[src/inc/tpw_defs.vh]
// constants for the 16-bit pwm timer block
// assumes a single 40 MHz clock and an axi4-lite master for register access
`ifndef TPW_DEFS_VH
`define TPW_DEFS_VH
`define TPW_OFF_CTRL 8'h00
`define TPW_OFF_CNT 8'h04
`define TPW_OFF_CMPA 8'h08
`define TPW_OFF_CMPB 8'h0C
`define TPW_OFF_CAP 8'h10
`define TPW_OFF_FLAG 8'h14
`define TPW_OFF_DIR 8'h18
`define TPW_CTRL_WGM_LSB 0
`define TPW_CTRL_COMA_LSB 4
`define TPW_CTRL_COMB_LSB 6
`define TPW_CTRL_RST 8'h00
`define TPW_FLG_OVF 0
`define TPW_FLG_CMPA 1
`define TPW_FLG_CMPB 2
`define TPW_FLG_CAP 3
`define TPW_TOP8 16'h00FF
`define TPW_TOP9 16'h01FF
`define TPW_TOP10 16'h03FF
`define TPW_MAX 16'hFFFF
`define TPW_BOTTOM 16'h0000
`define TPW_COM_TOGGLE 2'h1
`define TPW_COM_NONINV 2'h2
`define TPW_COM_INV 2'h3
`define TPW_RESP_OKAY 2'h0
`define TPW_RESP_SLVERR 2'h2
`endif

[src/logic/tpw_out_unit.v]
// one compare output unit: buffered compare value, match flag event, waveform level
// assumes counter, direction and wrap come from the timer core on the same clock
`timescale 1ns/1ps
`include "tpw_defs.vh"
module tpw_out_unit (
	input wire ref_clk_i,
	input wire rst_n_i,
	input wire tick_i,
	input wire wr_i,
	input wire [15:0] wdata_i,
	input wire [15:0] mask_i,
	input wire load_i,
	input wire buffered_i,
	input wire dual_i,
	input wire up_i,
	input wire wrap_i,
	input wire [1:0] mode_i,
	input wire toggle_ok_i,
	input wire dir_i,
	input wire [15:0] count_i,
	output wire [15:0] active_o,
	output wire [15:0] buffer_o,
	output wire match_o,
	output wire pin_o,
	output wire pin_oe_o
);
	reg [15:0] buf_q;
	reg [15:0] act_q;
	reg level_q;
	wire pwm_on;
	assign match_o = tick_i && (count_i == act_q);
	assign active_o = act_q;
	assign buffer_o = buf_q;
	assign pwm_on = mode_i[1];
	always @(posedge ref_clk_i) begin
		if (!rst_n_i) begin
			buf_q <= 16'h0000;
			act_q <= 16'h0000;
			level_q <= 1'b0;
		end else begin
			if (wr_i) begin
				buf_q <= wdata_i & mask_i;
			end
			// unbuffered when no pwm mode is active, so writes land at once
			if (wr_i && !buffered_i) begin
				act_q <= wdata_i & mask_i;
			end else if (tick_i && load_i && buffered_i) begin
				act_q <= buf_q;
			end
			if (pwm_on && !dual_i) begin
				// match wins over wrap so compare at top holds one level
				if (match_o) begin
					level_q <= (mode_i == `TPW_COM_INV);
				end else if (wrap_i) begin
					level_q <= (mode_i == `TPW_COM_NONINV);
				end
			end else if (pwm_on && dual_i) begin
				if (match_o) begin
					level_q <= (mode_i == `TPW_COM_INV) ? up_i : !up_i;
				end
			end else if (mode_i == `TPW_COM_TOGGLE && toggle_ok_i && match_o) begin
				level_q <= !level_q;
			end
		end
	end
	// level only reaches the pin while the direction bit says output
	assign pin_o = level_q;
	assign pin_oe_o = dir_i && (mode_i != 2'h0);
endmodule

[src/logic/tpw_timer.v]
// 16-bit timer core for fast and phase correct pwm, with an axi4-lite register slave
// assumes tick_i is a one-cycle enable from an external prescaler on ref_clk_i
`timescale 1ns/1ps
`include "tpw_defs.vh"
module tpw_timer (
	input wire ref_clk_i,
	input wire rst_n_i,
	input wire tick_i,
	input wire [7:0] s_axi_awaddr,
	input wire s_axi_awvalid,
	output wire s_axi_awready,
	input wire [31:0] s_axi_wdata,
	input wire [3:0] s_axi_wstrb,
	input wire s_axi_wvalid,
	output wire s_axi_wready,
	output wire [1:0] s_axi_bresp,
	output wire s_axi_bvalid,
	input wire s_axi_bready,
	input wire [7:0] s_axi_araddr,
	input wire s_axi_arvalid,
	output wire s_axi_arready,
	output wire [31:0] s_axi_rdata,
	output wire [1:0] s_axi_rresp,
	output wire s_axi_rvalid,
	input wire s_axi_rready,
	output wire compare_output_a_o,
	output wire compare_output_a_oe_o,
	output wire compare_output_b_o,
	output wire compare_output_b_oe_o
);
	reg [7:0] ctrl_q;
	reg [15:0] counter_value_q;
	reg [15:0] capture_top_value_q;
	reg [3:0] flags_q;
	reg [1:0] dir_q;
	reg up_q;
	reg [7:0] awaddr_q;
	reg aw_have_q;
	reg [31:0] wdata_q;
	reg [3:0] wstrb_q;
	reg w_have_q;
	reg bvalid_q;
	reg [1:0] bresp_q;
	reg rvalid_q;
	reg [31:0] rdata_q;
	reg [1:0] rresp_q;
	reg [3:0] flag_set;
	reg [15:0] top;
	reg [15:0] mask;
	reg [15:0] counter_value_d;
	reg up_d;
	reg [31:0] rd_mux;
	reg rd_ok;
	wire [3:0] waveform_mode_select;
	wire [1:0] output_mode_a;
	wire [1:0] output_mode_b;
	wire fast;
	wire dual;
	wire at_top;
	wire at_bottom;
	wire wr_fire;
	wire wr_low;
	wire [15:0] cmp_a_act;
	wire [15:0] cmp_a_buf;
	wire [15:0] cmp_b_buf;
	wire match_a;
	wire match_b;
	wire wrap;
	wire top_is_a;
	wire top_is_cap;
	assign waveform_mode_select = ctrl_q[`TPW_CTRL_WGM_LSB +: 4];
	assign output_mode_a = ctrl_q[`TPW_CTRL_COMA_LSB +: 2];
	assign output_mode_b = ctrl_q[`TPW_CTRL_COMB_LSB +: 2];
	assign fast = (waveform_mode_select == 4'd5) || (waveform_mode_select == 4'd6) ||
		(waveform_mode_select == 4'd7) || (waveform_mode_select == 4'd14) ||
		(waveform_mode_select == 4'd15);
	assign dual = (waveform_mode_select == 4'd1) || (waveform_mode_select == 4'd2) ||
		(waveform_mode_select == 4'd3) || (waveform_mode_select == 4'd10) ||
		(waveform_mode_select == 4'd11);
	assign top_is_a = (waveform_mode_select == 4'd15) || (waveform_mode_select == 4'd11);
	assign top_is_cap = (waveform_mode_select == 4'd14) || (waveform_mode_select == 4'd10);
	// top selection and fixed-width write mask
	always @* begin
		mask = `TPW_MAX;
		case (waveform_mode_select)
			4'd1, 4'd5: begin
				top = `TPW_TOP8;
				mask = `TPW_TOP8;
			end
			4'd2, 4'd6: begin
				top = `TPW_TOP9;
				mask = `TPW_TOP9;
			end
			4'd3, 4'd7: begin
				top = `TPW_TOP10;
				mask = `TPW_TOP10;
			end
			4'd10, 4'd14: top = capture_top_value_q;
			4'd11, 4'd15: top = cmp_a_act;
			default: top = `TPW_MAX;
		endcase
	end
	assign at_top = (fast || dual) && (counter_value_q == top);
	assign at_bottom = (counter_value_q == `TPW_BOTTOM);
	assign wrap = tick_i && fast && at_top;
	// counter next state; only moves on timer enable
	always @* begin
		counter_value_d = counter_value_q;
		up_d = up_q;
		if (tick_i) begin
			if (fast && at_top) begin
				counter_value_d = `TPW_BOTTOM;
			end else if (dual) begin
				if (up_q && at_top) begin
					up_d = 1'b0; // holds top one cycle then reverses
					counter_value_d = counter_value_q - 16'h0001;
				end else if (!up_q && at_bottom) begin
					up_d = 1'b1;
					counter_value_d = counter_value_q + 16'h0001;
				end else if (up_q) begin
					counter_value_d = counter_value_q + 16'h0001;
				end else begin
					counter_value_d = counter_value_q - 16'h0001;
				end
			end else begin
				// top below count just runs through max and wraps
				counter_value_d = counter_value_q + 16'h0001;
			end
			if (dual && at_top && (top == `TPW_BOTTOM)) begin
				counter_value_d = `TPW_BOTTOM;
			end
		end
	end
	// flag events from hardware
	always @* begin
		flag_set = 4'h0;
		flag_set[`TPW_FLG_CMPA] = match_a;
		flag_set[`TPW_FLG_CMPB] = match_b;
		if (tick_i && fast && at_top) begin
			flag_set[`TPW_FLG_OVF] = 1'b1;
			flag_set[`TPW_FLG_CMPA] = match_a || top_is_a;
			flag_set[`TPW_FLG_CAP] = top_is_cap;
		end
		if (tick_i && dual && at_bottom && !up_q) begin
			flag_set[`TPW_FLG_OVF] = 1'b1;
		end
		if (tick_i && dual && at_top && up_q) begin
			flag_set[`TPW_FLG_CMPA] = match_a || top_is_a;
			flag_set[`TPW_FLG_CAP] = top_is_cap;
		end
	end
	// write channel: address and data taken in either order, response after both
	assign s_axi_awready = !aw_have_q && !bvalid_q;
	assign s_axi_wready = !w_have_q && !bvalid_q;
	assign wr_fire = aw_have_q && w_have_q;
	assign wr_low = wr_fire && wstrb_q[0] && wstrb_q[1];
	assign s_axi_bvalid = bvalid_q;
	assign s_axi_bresp = bresp_q;
	always @(posedge ref_clk_i) begin
		if (!rst_n_i) begin
			ctrl_q <= `TPW_CTRL_RST;
			counter_value_q <= 16'h0000;
			capture_top_value_q <= 16'h0000;
			flags_q <= 4'h0;
			dir_q <= 2'h0;
			up_q <= 1'b1;
			awaddr_q <= 8'h00;
			aw_have_q <= 1'b0;
			wdata_q <= 32'h00000000;
			wstrb_q <= 4'h0;
			w_have_q <= 1'b0;
			bvalid_q <= 1'b0;
			bresp_q <= `TPW_RESP_OKAY;
		end else begin
			counter_value_q <= counter_value_d;
			up_q <= up_d;
			if (s_axi_awvalid && s_axi_awready) begin
				awaddr_q <= s_axi_awaddr;
				aw_have_q <= 1'b1;
			end
			if (s_axi_wvalid && s_axi_wready) begin
				wdata_q <= s_axi_wdata;
				wstrb_q <= s_axi_wstrb;
				w_have_q <= 1'b1;
			end
			if (s_axi_bvalid && s_axi_bready) begin
				bvalid_q <= 1'b0;
			end
			// set wins over a software clear in the same cycle
			flags_q <= flags_q & ~((wr_fire && awaddr_q == `TPW_OFF_FLAG && wstrb_q[0]) ?
				wdata_q[3:0] : 4'h0) | flag_set;
			if (wr_fire) begin
				aw_have_q <= 1'b0;
				w_have_q <= 1'b0;
				bvalid_q <= 1'b1;
				bresp_q <= `TPW_RESP_OKAY;
				case (awaddr_q)
					`TPW_OFF_CTRL: begin
						if (wstrb_q[0]) begin
							ctrl_q <= wdata_q[7:0];
						end
					end
					`TPW_OFF_CNT: begin
						if (wr_low) begin
							counter_value_q <= wdata_q[15:0];
						end
					end
					`TPW_OFF_CAP: begin
						if (wr_low) begin
							capture_top_value_q <= wdata_q[15:0];
						end
					end
					`TPW_OFF_DIR: begin
						if (wstrb_q[0]) begin
							dir_q <= wdata_q[1:0];
						end
					end
					`TPW_OFF_CMPA, `TPW_OFF_CMPB, `TPW_OFF_FLAG: begin
						bresp_q <= `TPW_RESP_OKAY;
					end
					default: bresp_q <= `TPW_RESP_SLVERR;
				endcase
			end
		end
	end
	// read channel: one cycle after the address is taken
	assign s_axi_arready = !rvalid_q;
	assign s_axi_rvalid = rvalid_q;
	assign s_axi_rdata = rdata_q;
	assign s_axi_rresp = rresp_q;
	always @* begin
		rd_mux = 32'h00000000;
		rd_ok = 1'b1;
		case (s_axi_araddr)
			`TPW_OFF_CTRL: rd_mux = {24'h000000, ctrl_q};
			`TPW_OFF_CNT: rd_mux = {16'h0000, counter_value_q};
			`TPW_OFF_CMPA: rd_mux = {16'h0000, cmp_a_buf};
			`TPW_OFF_CMPB: rd_mux = {16'h0000, cmp_b_buf};
			`TPW_OFF_CAP: rd_mux = {16'h0000, capture_top_value_q};
			`TPW_OFF_FLAG: rd_mux = {28'h0000000, flags_q};
			`TPW_OFF_DIR: rd_mux = {30'h0000000, dir_q};
			default: rd_ok = 1'b0;
		endcase
	end
	always @(posedge ref_clk_i) begin
		if (!rst_n_i) begin
			rvalid_q <= 1'b0;
			rdata_q <= 32'h00000000;
			rresp_q <= `TPW_RESP_OKAY;
		end else if (s_axi_arvalid && s_axi_arready) begin
			rvalid_q <= 1'b1;
			rdata_q <= rd_mux;
			rresp_q <= rd_ok ? `TPW_RESP_OKAY : `TPW_RESP_SLVERR;
		end else if (s_axi_rready) begin
			rvalid_q <= 1'b0;
		end
	end
	// fast pwm loads at the top match, dual-slope at top while still counting up
	tpw_out_unit u_chan_a (
		.ref_clk_i(ref_clk_i),
		.rst_n_i(rst_n_i),
		.tick_i(tick_i),
		.wr_i(wr_low && awaddr_q == `TPW_OFF_CMPA),
		.wdata_i(wdata_q[15:0]),
		.mask_i(mask),
		.load_i(at_top && (fast || up_q)),
		.buffered_i(fast || dual),
		.dual_i(dual),
		.up_i(up_q),
		.wrap_i(wrap),
		.mode_i(output_mode_a),
		.toggle_ok_i(waveform_mode_select == 4'd15),
		.dir_i(dir_q[0]),
		.count_i(counter_value_q),
		.active_o(cmp_a_act),
		.buffer_o(cmp_a_buf),
		.match_o(match_a),
		.pin_o(compare_output_a_o),
		.pin_oe_o(compare_output_a_oe_o)
	);
	tpw_out_unit u_chan_b (
		.ref_clk_i(ref_clk_i),
		.rst_n_i(rst_n_i),
		.tick_i(tick_i),
		.wr_i(wr_low && awaddr_q == `TPW_OFF_CMPB),
		.wdata_i(wdata_q[15:0]),
		.mask_i(mask),
		.load_i(at_top && (fast || up_q)),
		.buffered_i(fast || dual),
		.dual_i(dual),
		.up_i(up_q),
		.wrap_i(wrap),
		.mode_i(output_mode_b),
		.toggle_ok_i(1'b0),
		.dir_i(dir_q[1]),
		.count_i(counter_value_q),
		.active_o(),
		.buffer_o(cmp_b_buf),
		.match_o(match_b),
		.pin_o(compare_output_b_o),
		.pin_oe_o(compare_output_b_oe_o)
	);
endmodule

[config.mk]
export PLATFORM = sky130hd
export DESIGN_NAME = tpw_timer
export DESIGN_NICKNAME = d
export VERILOG_FILES = /design/src/logic/tpw_out_unit.v /design/src/logic/tpw_timer.v
export VERILOG_INCLUDE_DIRS = /design/src /design/src/inc
export SDC_FILE = /design/constraint.sdc
export NUM_CORES = 1
export LEC_CHECK = 0
export BUFFER_PORTS_ARGS = -buffer_cell sky130_fd_sc_hd__buf_2
export CORE_MARGIN = 4
export CORE_UTILIZATION = 49
export DETAILED_ROUTE_END_ITERATION = 7
export PLACE_DENSITY = 0.66
export SYNTH_ARGS = -nofsm -noshare
export SYNTH_HDL_FRONTEND = slang
export SYNTH_SLANG_ARGS = --single-unit
[constraint.sdc]
create_clock -name ref_clk_i -period 4.3 [get_ports ref_clk_i]
set_input_delay 0.43 -clock ref_clk_i [delete_from_list [all_inputs] [get_ports ref_clk_i]]
set_output_delay 0.43 -clock ref_clk_i [all_outputs]
set_load 0.1 [all_outputs]
**After elaboration in Yosys (flattened, before gate mapping)**

Cells that the tools add are included.

- Word-level logic and storage cells: 198
- Bits in writable memories: 0
- Memories: 0
- Latch bits: 0
- Bits in registers: 179
- Input bits: 60
- Bits in read-only memories: 0
- Output and inout bits: 45

- Add/sub/neg operators: 2
- Equality and inequality tests: 32
- Div/mod/pow operators: 0
- Bitwise operators: 6
- Multipliers: 0
- $lt $le $gt $ge: 0
- Shift operators: 0
- Mux-type cells: 45
- Reductions and logical operators: 91

Operators with widths:

| cell | number |
|---|---|
| $mux W16 | 14 |
| $pmux W16 S7 | 1 |
| $pmux W16 S5 | 1 |
| $eq A16 B16 Y1 | 3 |
| $eq A8 B5 Y1 const B | 6 |
| $pmux W16 S3 | 1 |
| $logic_and A1 B1 Y1 | 41 |
| $eq A8 B4 Y1 const B | 4 |
| $logic_not A16 Y1 | 2 |
| $mux W1 | 24 |
| $reduce_bool A2 Y1 | 10 |
| $add A16 B1 Y16 const B | 1 |
| $and A16 B16 Y16 | 1 |
| $eq A4 B4 Y1 const B | 4 |
| $eq A8 B3 Y1 const B | 2 |
| $logic_not A8 Y1 | 2 |
| $sub A16 B1 Y16 const B | 1 |
| $reduce_and A3 Y1 | 5 |
| $reduce_or A7 Y1 | 2 |
| $logic_or A1 B1 Y1 | 13 |
| $eq A4 B3 Y1 const B | 3 |
| $reduce_or A2 Y1 | 6 |
| $eq A2 B2 Y1 const B | 4 |
| $eq A4 B2 Y1 const B | 2 |
| 12 further kinds | 23 |

**Logic depth before layout (Yosys ltp)**

Gate-level depths: netlist (run 1).

- Word-level depth: 16
- Mapped depth: 14
- Gate-level depth less buffers: 11

**By module**

Synthesis (run 1) repeated with hierarchy kept, for this count alone.

- Cells, all modules: 1178
- Area total of the unflattened synthesis: 9496.6 um^2

By module, submodules not included:

| module | times used | sequential area each (um^2) | cells each | area an instance (um^2) |
|---|---|---|---|---|
| tpw_timer | 1 | 1901.8 | 802 | 6293.5 |
| tpw_out_unit | 2 | 660.6 | 188 | 1601.5 |

**Least setup slack after synthesis (run 1)**

OpenSTA, ideal clock, no wires.

- Path type: flip-flop to flip-flop
- Start: register bvalid_q (netlist: s_axi_bvalid)
- End: register wdata_q[1]
- Required time: 4.224 ns
- Clock period less this slack: 3.181 ns
- Path slack: 1.119 ns
- Arrival: 3.105 ns
- Stages on the path, launching flop included: 7
- Path buffers: 2
- Setup time: 0.076 ns
- Cells stage by stage: dfxtp_1 -> nor2_1 -> and2_1 -> clkbuf_1 -> buf_1 -> nand2_1 -> a21boi_0

- Cells in the longest elaborated chain, start to end: 3

RTL lines:

| element | line | text |
|---|---|---|
| start: declaration | tpw_timer.v:42 | `reg bvalid_q;` |
| start signal: assignment | tpw_timer.v:172 | `bvalid_q <= 1'b0;` |
| start signal: assignment | tpw_timer.v:187 | `bvalid_q <= 1'b0;` |
| start signal: assignment | tpw_timer.v:195 | `bvalid_q <= 1'b1;` |
| $logic_not A1 Y1 | tpw_timer.v:154 | `assign s_axi_wready = !w_have_q && !bvalid_q;` |
| $logic_and A1 B1 Y1 | tpw_timer.v:154 |  |
| via s_axi_wready | tpw_timer.v:15 | `output wire s_axi_wready,` |
| $logic_and A1 B1 Y1 | tpw_timer.v:181 | `if (s_axi_wvalid && s_axi_wready) begin` |
| end signal: assignment | tpw_timer.v:182 | `wdata_q <= s_axi_wdata;` |
| end: declaration | tpw_timer.v:39 | `reg [31:0] wdata_q;` |

The timed path passes the listed nets, and every way through them passes these cells.
A chain may end at the register's enable or synchronous reset.

**Final worst setup path (run 1)**

- Start: register ctrl_q[1]
- End: register counter_value_q[6]

- Cells in the longest elaborated chain, start to end: 16
- Elaborated cells on any way between the ends: 40
- Those cells by class: 11 x eq/ne; 9 x mux; 20 x reduce/logical

RTL lines:

| element | line | text |
|---|---|---|
| start: declaration | tpw_timer.v:31 | `reg [7:0] ctrl_q;` |
| start signal: assignment | tpw_timer.v:161 | `` ctrl_q <= `TPW_CTRL_RST; `` |
| start signal: assignment | tpw_timer.v:200 | `ctrl_q <= wdata_q[7:0];` |
| parallel branches: the longest is 11 deep, another holds $pmux W16 S5 | - |  |
| $mux W16 (*) | tpw_timer.v:129 | `` if (dual && at_top && (top == `TPW_BOTTOM)) begin `` |
| $mux W16 (*) | tpw_timer.v:110 | `if (tick_i) begin` |
| $mux W16 | tpw_timer.v:204 | `if (wr_low) begin` |
| $mux W16 | tpw_timer.v:197 | `case (awaddr_q)` |
| $mux W16 (*) | tpw_timer.v:192 | `if (wr_fire) begin` |
| end signal: assignment | tpw_timer.v:175 | `counter_value_q <= counter_value_d;` |
| end signal: assignment | tpw_timer.v:205 | `counter_value_q <= wdata_q[15:0];` |
| end: declaration | tpw_timer.v:32 | `reg [15:0] counter_value_q;` |

Every way passes the cells marked *.

==> impl_summary.txt, run 1 <==
----------------------------------------------------
[Clock tree]
  Clock slew at the register clock pins of the worst setup and hold paths ... 0.07 ns
  TritonCTS clock tree ... yes
  Count of instances resized after the clock tree is built ... 0
  Number of setup buffers added after CTS ... 0
  Buffer levels on the longest clock path ... 2
  Clock sinks ... 161
  Clock Tree Root ... clkbuf_16
  Number of buffers created by CTS ... 17
  Htree depth ... 4
  Clock latency at the later pin of the worst-skew pair ... 0.43 ns
  Hold-fix buffers at CTS ... 0

[Final layout]
  Final layout net count ... 1,184
  Synthesis-to-layout area growth ... 9.78%
  Seq. cell area ... 3220 um^2
  Number of antenna cells inserted ... 0
  Fraction of final layout cells sized beyond drive strength 1 ... 12.7%
  Multi-input combinational cell area ... 5490 um^2
  Fill cells ... 1,686

[Timing]
  Min setup slack post-route ... 0.529 ns
  Share of the clock period used by the worst path ... 87.7%
  Tightest Pin Transition ... 1.03 ns
  Final Slew Violations ... 0
  Hold violation total from the final report ... 0
  Worst clock skew on the final layout ... 0.00887 ns
  Max Fclk ... 265 MHz
  Total of endpoints with negative setup slack in the final report ... 0
  RSZ-0062 raised after global routing ... no
  Min Clock Period, post-route ... 3.77 ns
  Relative slew slack ... 30.9%
  Sum of negative setup slack ... 0 ns

[Logic synthesis]
  Share of async-settable or async-resettable flops after synthesis ... 0%
  Post-synth top area share ... 34.9%
  Synth unique cells ... 80
  Share of the synthesized area in compound gates (AO/OA/AOI/OAI) ... 25.9%
  Post-synthesis cell area ... 9240 um^2
  Number of flops mapped to enable cells by yosys ... 0
  Synth Instances ... 1,107
  Sequential fraction of the synthesis area ... 34.9%
  Warnings, synthesis ... 0
  Biggest area contributors in the synthesized netlist ... dfxtp_1, nand2_1, mux2i_1
  XOR/XNOR Fraction of Synth Area ... 3.60%
  Mean cell area of the mapped netlist ... 8.34 um^2
  Multiplexer fraction of the synthesized cell area ... 7.67%
  Combinational family with the most area after synthesis ... compound AO/OA/AOI/OAI gates
  Number of synthesized register bits ... 161
  Cell type with the largest total area after synthesis ... dfxtp_1
  Post-synthesis adder-cell area fraction ... 0.271%
  Commonest register cell after synthesis ... dfxtp_1
  Simple logic cell fraction of the synthesized area ... 21.1%

[Floorplan]
  Core outline area ... 18,300 um^2
  Chip Height ... 145 um
  Placement Rows ... 49
  Die Area ... 21,100 um^2
  Starting Density ... 50.6%
  I/O Pins ... 105
  Die W ... 145 um

[Pwr]
  Net Sw Power ... 0.930 mW
  Fraction of power spent switching nets ... 28.2%
  Clk network pwr share ... 43.7%
  Peak supply drop ... 0.269 mV
  Leakage power of the design ... 4.42 nW
  Part of the power in combinational logic ... 8.9%
  Internal power contribution ... 2.37 mW
  Power per cell area ... 326 nW/um^2
  Sequential cell fraction of total power ... 47.4%

[Placement]
  Count of input and output buffers ... 68
  HPWL after detailed placement ... 19,400 um
  Placer Congestion ... 0.956
  Post-placement worst setup slack ... 0.623 ns

[Setup path]
  Type of element launching the critical path ... register
  Worst setup path category ... register to register
  Data arrival at the endpoint of the critical path ... 4.13 ns
  Required time at the worst-slack endpoint ... 4.66 ns
  Critical-path maximum fanout ... 23
  Sort of element at the end of the critical path ... register

[Drt]
  DRC violation count after routing ... 0
  First-pass iteration count of the detailed router ... 6
  Via-to-Cell Ratio ... 6.17
  WL per Instance ... 20.7 um
  Antenna-violating nets left ... 0
  Total Wirelength ... 28,300 um
  DRC violation total after the first TritonRoute iteration ... 994
  Vias post-DR ... 8,414

[Global routing]
  Global-route wire length before repair ... 44,000 um
  Overall overflow remaining after global route ... 0
  Maximum number of pins on one net before global-route repair ... 96
  Antenna violations before repair ... 0
  Overall Global Routing Usage ... 25.9%
  Number of global-route vias before repair ... 7,763

[Run status]
  Status ... finished clean

[Run]
  MaxCap Viol Count ... 0

[Min path]
  Worst min-delay path class ... input port to register

----------------------------------------------------
synth_stat cells (all sizes together), types with 6 or more instances:
cell type,number
nor2b,41
or3,15
a211oi,9
inv,14
a21oi,41
buf,42
o211a,35
o21ai,29
a21boi,78
and2,6
clkbuf,70
a22oi,32
o21a,9
nor4,15
nand4,11
mux2,8
nand2b,8
dfxtp,161
nand3b,6
xnor2,12
and3,9
nor2,35
nand2,172
a222oi,6
nand3,34
a31oi,19
nor3,20
xor2,26
mux2i,61
worst max-delay path, stage by stage, from the launching register on:
cell,delay (ns)
dfxtp_1,0.87
nand2_1,0.38
or3_1,0.45
and2_4,0.18
nor4_4,0.29
a41oi_4,0.26
nor2_2,0.47
mux2_2,0.41
o31a_1,0.23
a31oi_1,0.15
cell families after synthesis:
family,count (synthesis)
AO/OA/AOI/OAI,316
XOR/XNOR,38
adder cells (fa/ha/maj),2
buffers and inverters,126
flip-flops,161
multiplexers,69
other,1
AND/OR/NAND/NOR,394
final cells by class:
| class | instances | area share, % |
|---|---|---|
| flip-flops and latches | 161 | 31.8 |
| clock buffers | 20 | 4.50 |
| clock inverters | 12 | 0.987 |
| well taps | 229 | 2.83 |
| inverters | 14 | 0.518 |
| multi-input cells | 837 | 54.2 |
| repair buffers | 91 | 5.21 |
power by group through the flow:
stage               sequential, mW  combinational, mW  clock (mW)
finish                        1.56              0.295        1.44
global route                  1.57              0.317        1.53
CTS                           1.56              0.294        1.46
detailed placement            1.60              0.293           0
global placement              1.60              0.292           0
floorplan                     1.59              0.236           0
stage by stage:
step | hold slack (ns) | utilization, % | instance area, um^2 | std cells | total power, mW
after CTS | 0.228 | 55.5 | 10100 | 1364 | 3.32
after detailed placement | 0.456 | 52.5 | 9580 | 1332 | 1.89
after global routing | 0.232 | 55.5 | 10100 | 1364 | 3.41
final | 0.234 | 55.5 | 10100 | 1364 | 3.30
after global placement | 0.450 | 52.5 | 9580 | 1332 | 1.89
after floorplan | 0.438 | - | 9300 | 1124 | 1.83
metal layers:
metal,part of all wire (%),global-route usage [%],wire (um),vias up
li1,-,-,-,3998
met5,0,0,0,-
met2,45,40.2,12600,390
met3,8.1,5.55,2280,88
met1,43,35.0,12200,3938
met4,4.1,10.6,1170,0
layout by cell type, fill, tap and decap left out, drive strengths merged, types with 8 or more instances in the layout:
master,count
nor2,35
conb,18
xnor2,12
nand4,11
a21boi,78
nand2,172
mux2i,61
a31oi,19
nor3,20
clkbuf,20
nand2b,8
o21a,9
nor4,15
a211oi,9
inv,19
xor2,26
o211a,35
o21ai,29
dfxtp,161
a21oi,41
mux2,8
buf,91
or3,15
a22oi,32
and3,9
nand3,34
nor2b,41
sequential cells by signal, summed over array words and instances, names as in the netlist, 8 cells and up:
signal	cells
wdata_q	16
u_chan_a.active_o	16
s_axi_rdata	16
u_chan_b.active_o	16
awaddr_q	8
ctrl_q	8
counter_value_q	16
capture_top_value_q	16
u_chan_b.buffer_o	16
u_chan_a.buffer_o	16
final timing paths:
path,startpoint,end,slack [ns],cells after the start
max reg2reg,ctrl_q[1],counter_value_q[6],0.53,9
max,ctrl_q[1],counter_value_q[6],0.53,9
min reg2reg,awaddr_q[6],awaddr_q[6],0.46,2
min,s_axi_arvalid,s_axi_rvalid,0.23,2
(Power assumes the default switching activity.)
==> run 2, diff against run 1 <==
--- a/config.mk
+++ b/config.mk
@@ -6,11 +6,13 @@
 export SDC_FILE = /design/constraint.sdc
 export NUM_CORES = 1
 export LEC_CHECK = 0
-export BUFFER_PORTS_ARGS = -buffer_cell sky130_fd_sc_hd__buf_2
+export BUFFER_PORTS_ARGS = -buffer_cell sky130_fd_sc_hd__clkbuf_2
+export CELL_PAD_IN_SITES_DETAIL_PLACEMENT = 1
+export CELL_PAD_IN_SITES_GLOBAL_PLACEMENT = 1
 export CORE_MARGIN = 4
-export CORE_UTILIZATION = 49
+export CORE_UTILIZATION = 45
 export DETAILED_ROUTE_END_ITERATION = 7
-export PLACE_DENSITY = 0.66
+export PLACE_DENSITY = 0.78
 export SYNTH_ARGS = -nofsm -noshare
 export SYNTH_HDL_FRONTEND = slang
 export SYNTH_SLANG_ARGS = --single-unit
==> impl_summary.txt, run 2 (synthesized netlist as in run 1, its figures left out) <==
----------------------------------------------------
[Timing]
  Worst clock skew on the final layout ... 0.0141 ns (+0.00522 ns)
  Total of endpoints with negative setup slack in the final report ... 0 (unchanged)
  Share of the clock period used by the worst path ... 87.5% (-0.22 points)
  Max Fclk ... 266 MHz (+0.25%)
  Hold violation total from the final report ... 0 (unchanged)
  Min Clock Period, post-route ... 3.76 ns (-0.00951 ns)
  Tightest Pin Transition ... 1.03 ns (-0.00272 ns)
  Relative slew slack ... 31.5% (+0.55 points)
  Sum of negative setup slack ... 0 ns (unchanged)
  Final Slew Violations ... 0 (unchanged)
  RSZ-0062 raised after global routing ... no

[Final layout]
  Core occupancy in the finished layout ... 50.4% (-5.1 points)
  Most frequent standard cell in the layout excluding fill and tap cells ... nand2_1
  Synthesis-to-layout area growth ... 10.5%
  Final layout net count ... 1,187 (+0.25%)
  Leading cell types in the layout, fill and taps excluded ... nand2_1, dfxtp_1, a21boi_0
  Fill cells ... 2,467 (+46%)
  Number of antenna cells inserted ... 0 (unchanged)
  Final Non-Filler Cells ... 1,408 (+3.2%)
  Fraction of final layout cells sized beyond drive strength 1 ... 13.0% (+0.32 points)

[Min path]
  Terminating pin of the worst hold path ... wdata_q[4]
  Min-Delay Startpoint ... s_axi_wdata[4]
  Worst min-delay path class ... input port to register
  Cell depth of the worst hold path ... 3 (+1)

[Clock tree]
  Number of setup buffers added after CTS ... 0 (unchanged)
  Count of instances resized after the clock tree is built ... 0 (unchanged)
  Clock Tree Root ... clkbuf_16
  Htree depth ... 4 (unchanged)
  Number of buffers created by CTS ... 17 (unchanged)
  Hold-fix buffers at CTS ... 0 (unchanged)
  Clock sinks ... 161 (unchanged)
  Clock slew at the register clock pins of the worst setup and hold paths ... 0.08 ns (about the same)
  TritonCTS clock tree ... yes
  Clock latency at the later pin of the worst-skew pair ... 0.44 ns (about the same)
  Buffer levels on the longest clock path ... 2 (unchanged)

[Setup path]
  End of the worst register-to-register path ... counter_value_q[6]
  Critical-path maximum fanout ... 16 (-30%)
  Sort of element at the end of the critical path ... register
  Reg2reg path depth ... 9 (unchanged)
  Worst R2R Setup Slack ... 0.54 ns (about the same)
  Type of element launching the critical path ... register
  Data arrival at the endpoint of the critical path ... 4.12 ns (about the same)
  Worst setup path category ... register to register
  RR Startpoint ... ctrl_q[1]
  Worst stage delay on the critical path ... 0.77 ns (-0.10 ns)
  Required time at the worst-slack endpoint ... 4.66 ns (about the same)
  Sequence of cells on the critical path ... nand2_1 -> or3_1 -> and2_4 -> nor4_4 -> a41oi_4 -> nor2_2 -> mux2_2 -> o31a_1 -> a31oi_1
  CP max-delay cell ... dfxtp_1

[Placement]
  Count of input and output buffers ... 68 (unchanged)
  Placer Congestion ... 0.938 (-1.9%)
  HPWL after detailed placement ... 22,000 um (+13%)
  Cell count after placement ... 1,376 (+3.3%)

[Global routing]
  Overall overflow remaining after global route ... 0 (unchanged)
  Number of global-route vias before repair ... 8,570 (+10%)
  Overall Global Routing Usage ... 27.8% (+2.0 points)
  Global-route wire length before repair ... 49,000 um (+12%)
  Antenna violations before repair ... 0 (unchanged)
  Maximum number of pins on one net before global-route repair ... 89 (-7.3%)

[Pwr]
  Design Power ... 3.35 mW (+1.4%)
  Power per cell area ... 328 nW/um^2 (+0.77%)
  Peak supply drop ... 0.255 mV (-5.3%)
  Leakage power of the design ... 4.42 nW (about the same)

[Floorplan]
  I/O Pins ... 105 (unchanged)
  Die W ... 151 um (+4.1%)
  Placement Rows ... 52 (+6.1%)
  Core outline area ... 20,200 um^2 (+11%)
  Die Area ... 22,900 um^2 (+8.4%)
  Starting Density ... 45.6% (-4.9 points)
  Chip Height ... 151 um (+4.1%)

[Drt]
  DRC violation count after routing ... 0 (unchanged)
  DRC violation total after the first TritonRoute iteration ... 730 (-27%)
  Antenna-violating nets left ... 0 (unchanged)
  WL per Instance ... 22.5 um (+8.6%)
  First-pass iteration count of the detailed router ... 6 (unchanged)
  Vias post-DR ... 8,711 (+3.5%)
  Via-to-Cell Ratio ... 6.19 (+0.29%)
  Total Wirelength ... 31,700 um (+12%)

[Run]
  MaxCap Viol Count ... 0 (unchanged)

[Run status]
  Status ... finished clean

----------------------------------------------------
[run 2: routing by layer]
layer | vias up | global-route usage, % | part of all wire (%)
met1 | 4343 | 37.4 | 44
met2 | 310 | 45.5 | 47
met4 | 0 | 9.07 | 2.6
met3 | 51 | 4.67 | 6.0
met5 | - | 0 | 0
li1 | 4007 | - | -
[run 2: worst max-delay path, delay by kind of cell, from the launching register on]
family / cells / cell delay, ns
AND/OR/NAND/NOR: 5 / 1.81
flip-flops: 1 / 0.77
AO/OA/AOI/OAI: 3 / 0.69
multiplexers: 1 / 0.41
[run 2: worst max path at each step]
stage	startpoint	to	depth (start not counted)
2_1_floorplan	s_axi_bvalid	wdata_q[1]	6
3_3_place_gp	ctrl_q[0]	counter_value_q[6]	9
3_5_place_dp	ctrl_q[0]	counter_value_q[6]	9
4_1_cts	ctrl_q[0]	counter_value_q[6]	9
5_1_grt	ctrl_q[0]	counter_value_q[6]	9
6_report	ctrl_q[1]	counter_value_q[6]	9
[run 2: report_power, final]
group / switching (mW) / leakage, nW / total, mW / internal [mW]
clock: 0.706 / 0.268 / 1.48 / 0.776
combinational: 0.228 / 2.85 / 0.302 / 0.0743
sequential: 0.0492 / 1.30 / 1.56 / 1.52
total: 0.983 / 4.42 / 3.35 / 2.37
[run 2: layout make-up]
cell class              count  area [um^2]  share of cell area (%)
clock buffers              19          443                    4.34
inverters                  14         52.6                   0.515
well taps                 270          338                    3.31
flip-flops and latches    161         3220                    31.6
multi-input cells         837         5490                    53.8
clock inverters            13          116                    1.14
repair buffers             94          538                    5.27
[run 2: metrics by stage]
stage	cell area, um^2	worst slack, ns	hold WS, ns
6_report	10200	0.539	0.219
5_1_grt	10200	0.360	0.215
4_1_cts	10200	0.617	0.206
3_5_place_dp	9650	0.649	0.466
3_3_place_gp	9650	0.714	0.449
2_1_floorplan	9300	1.12	0.438
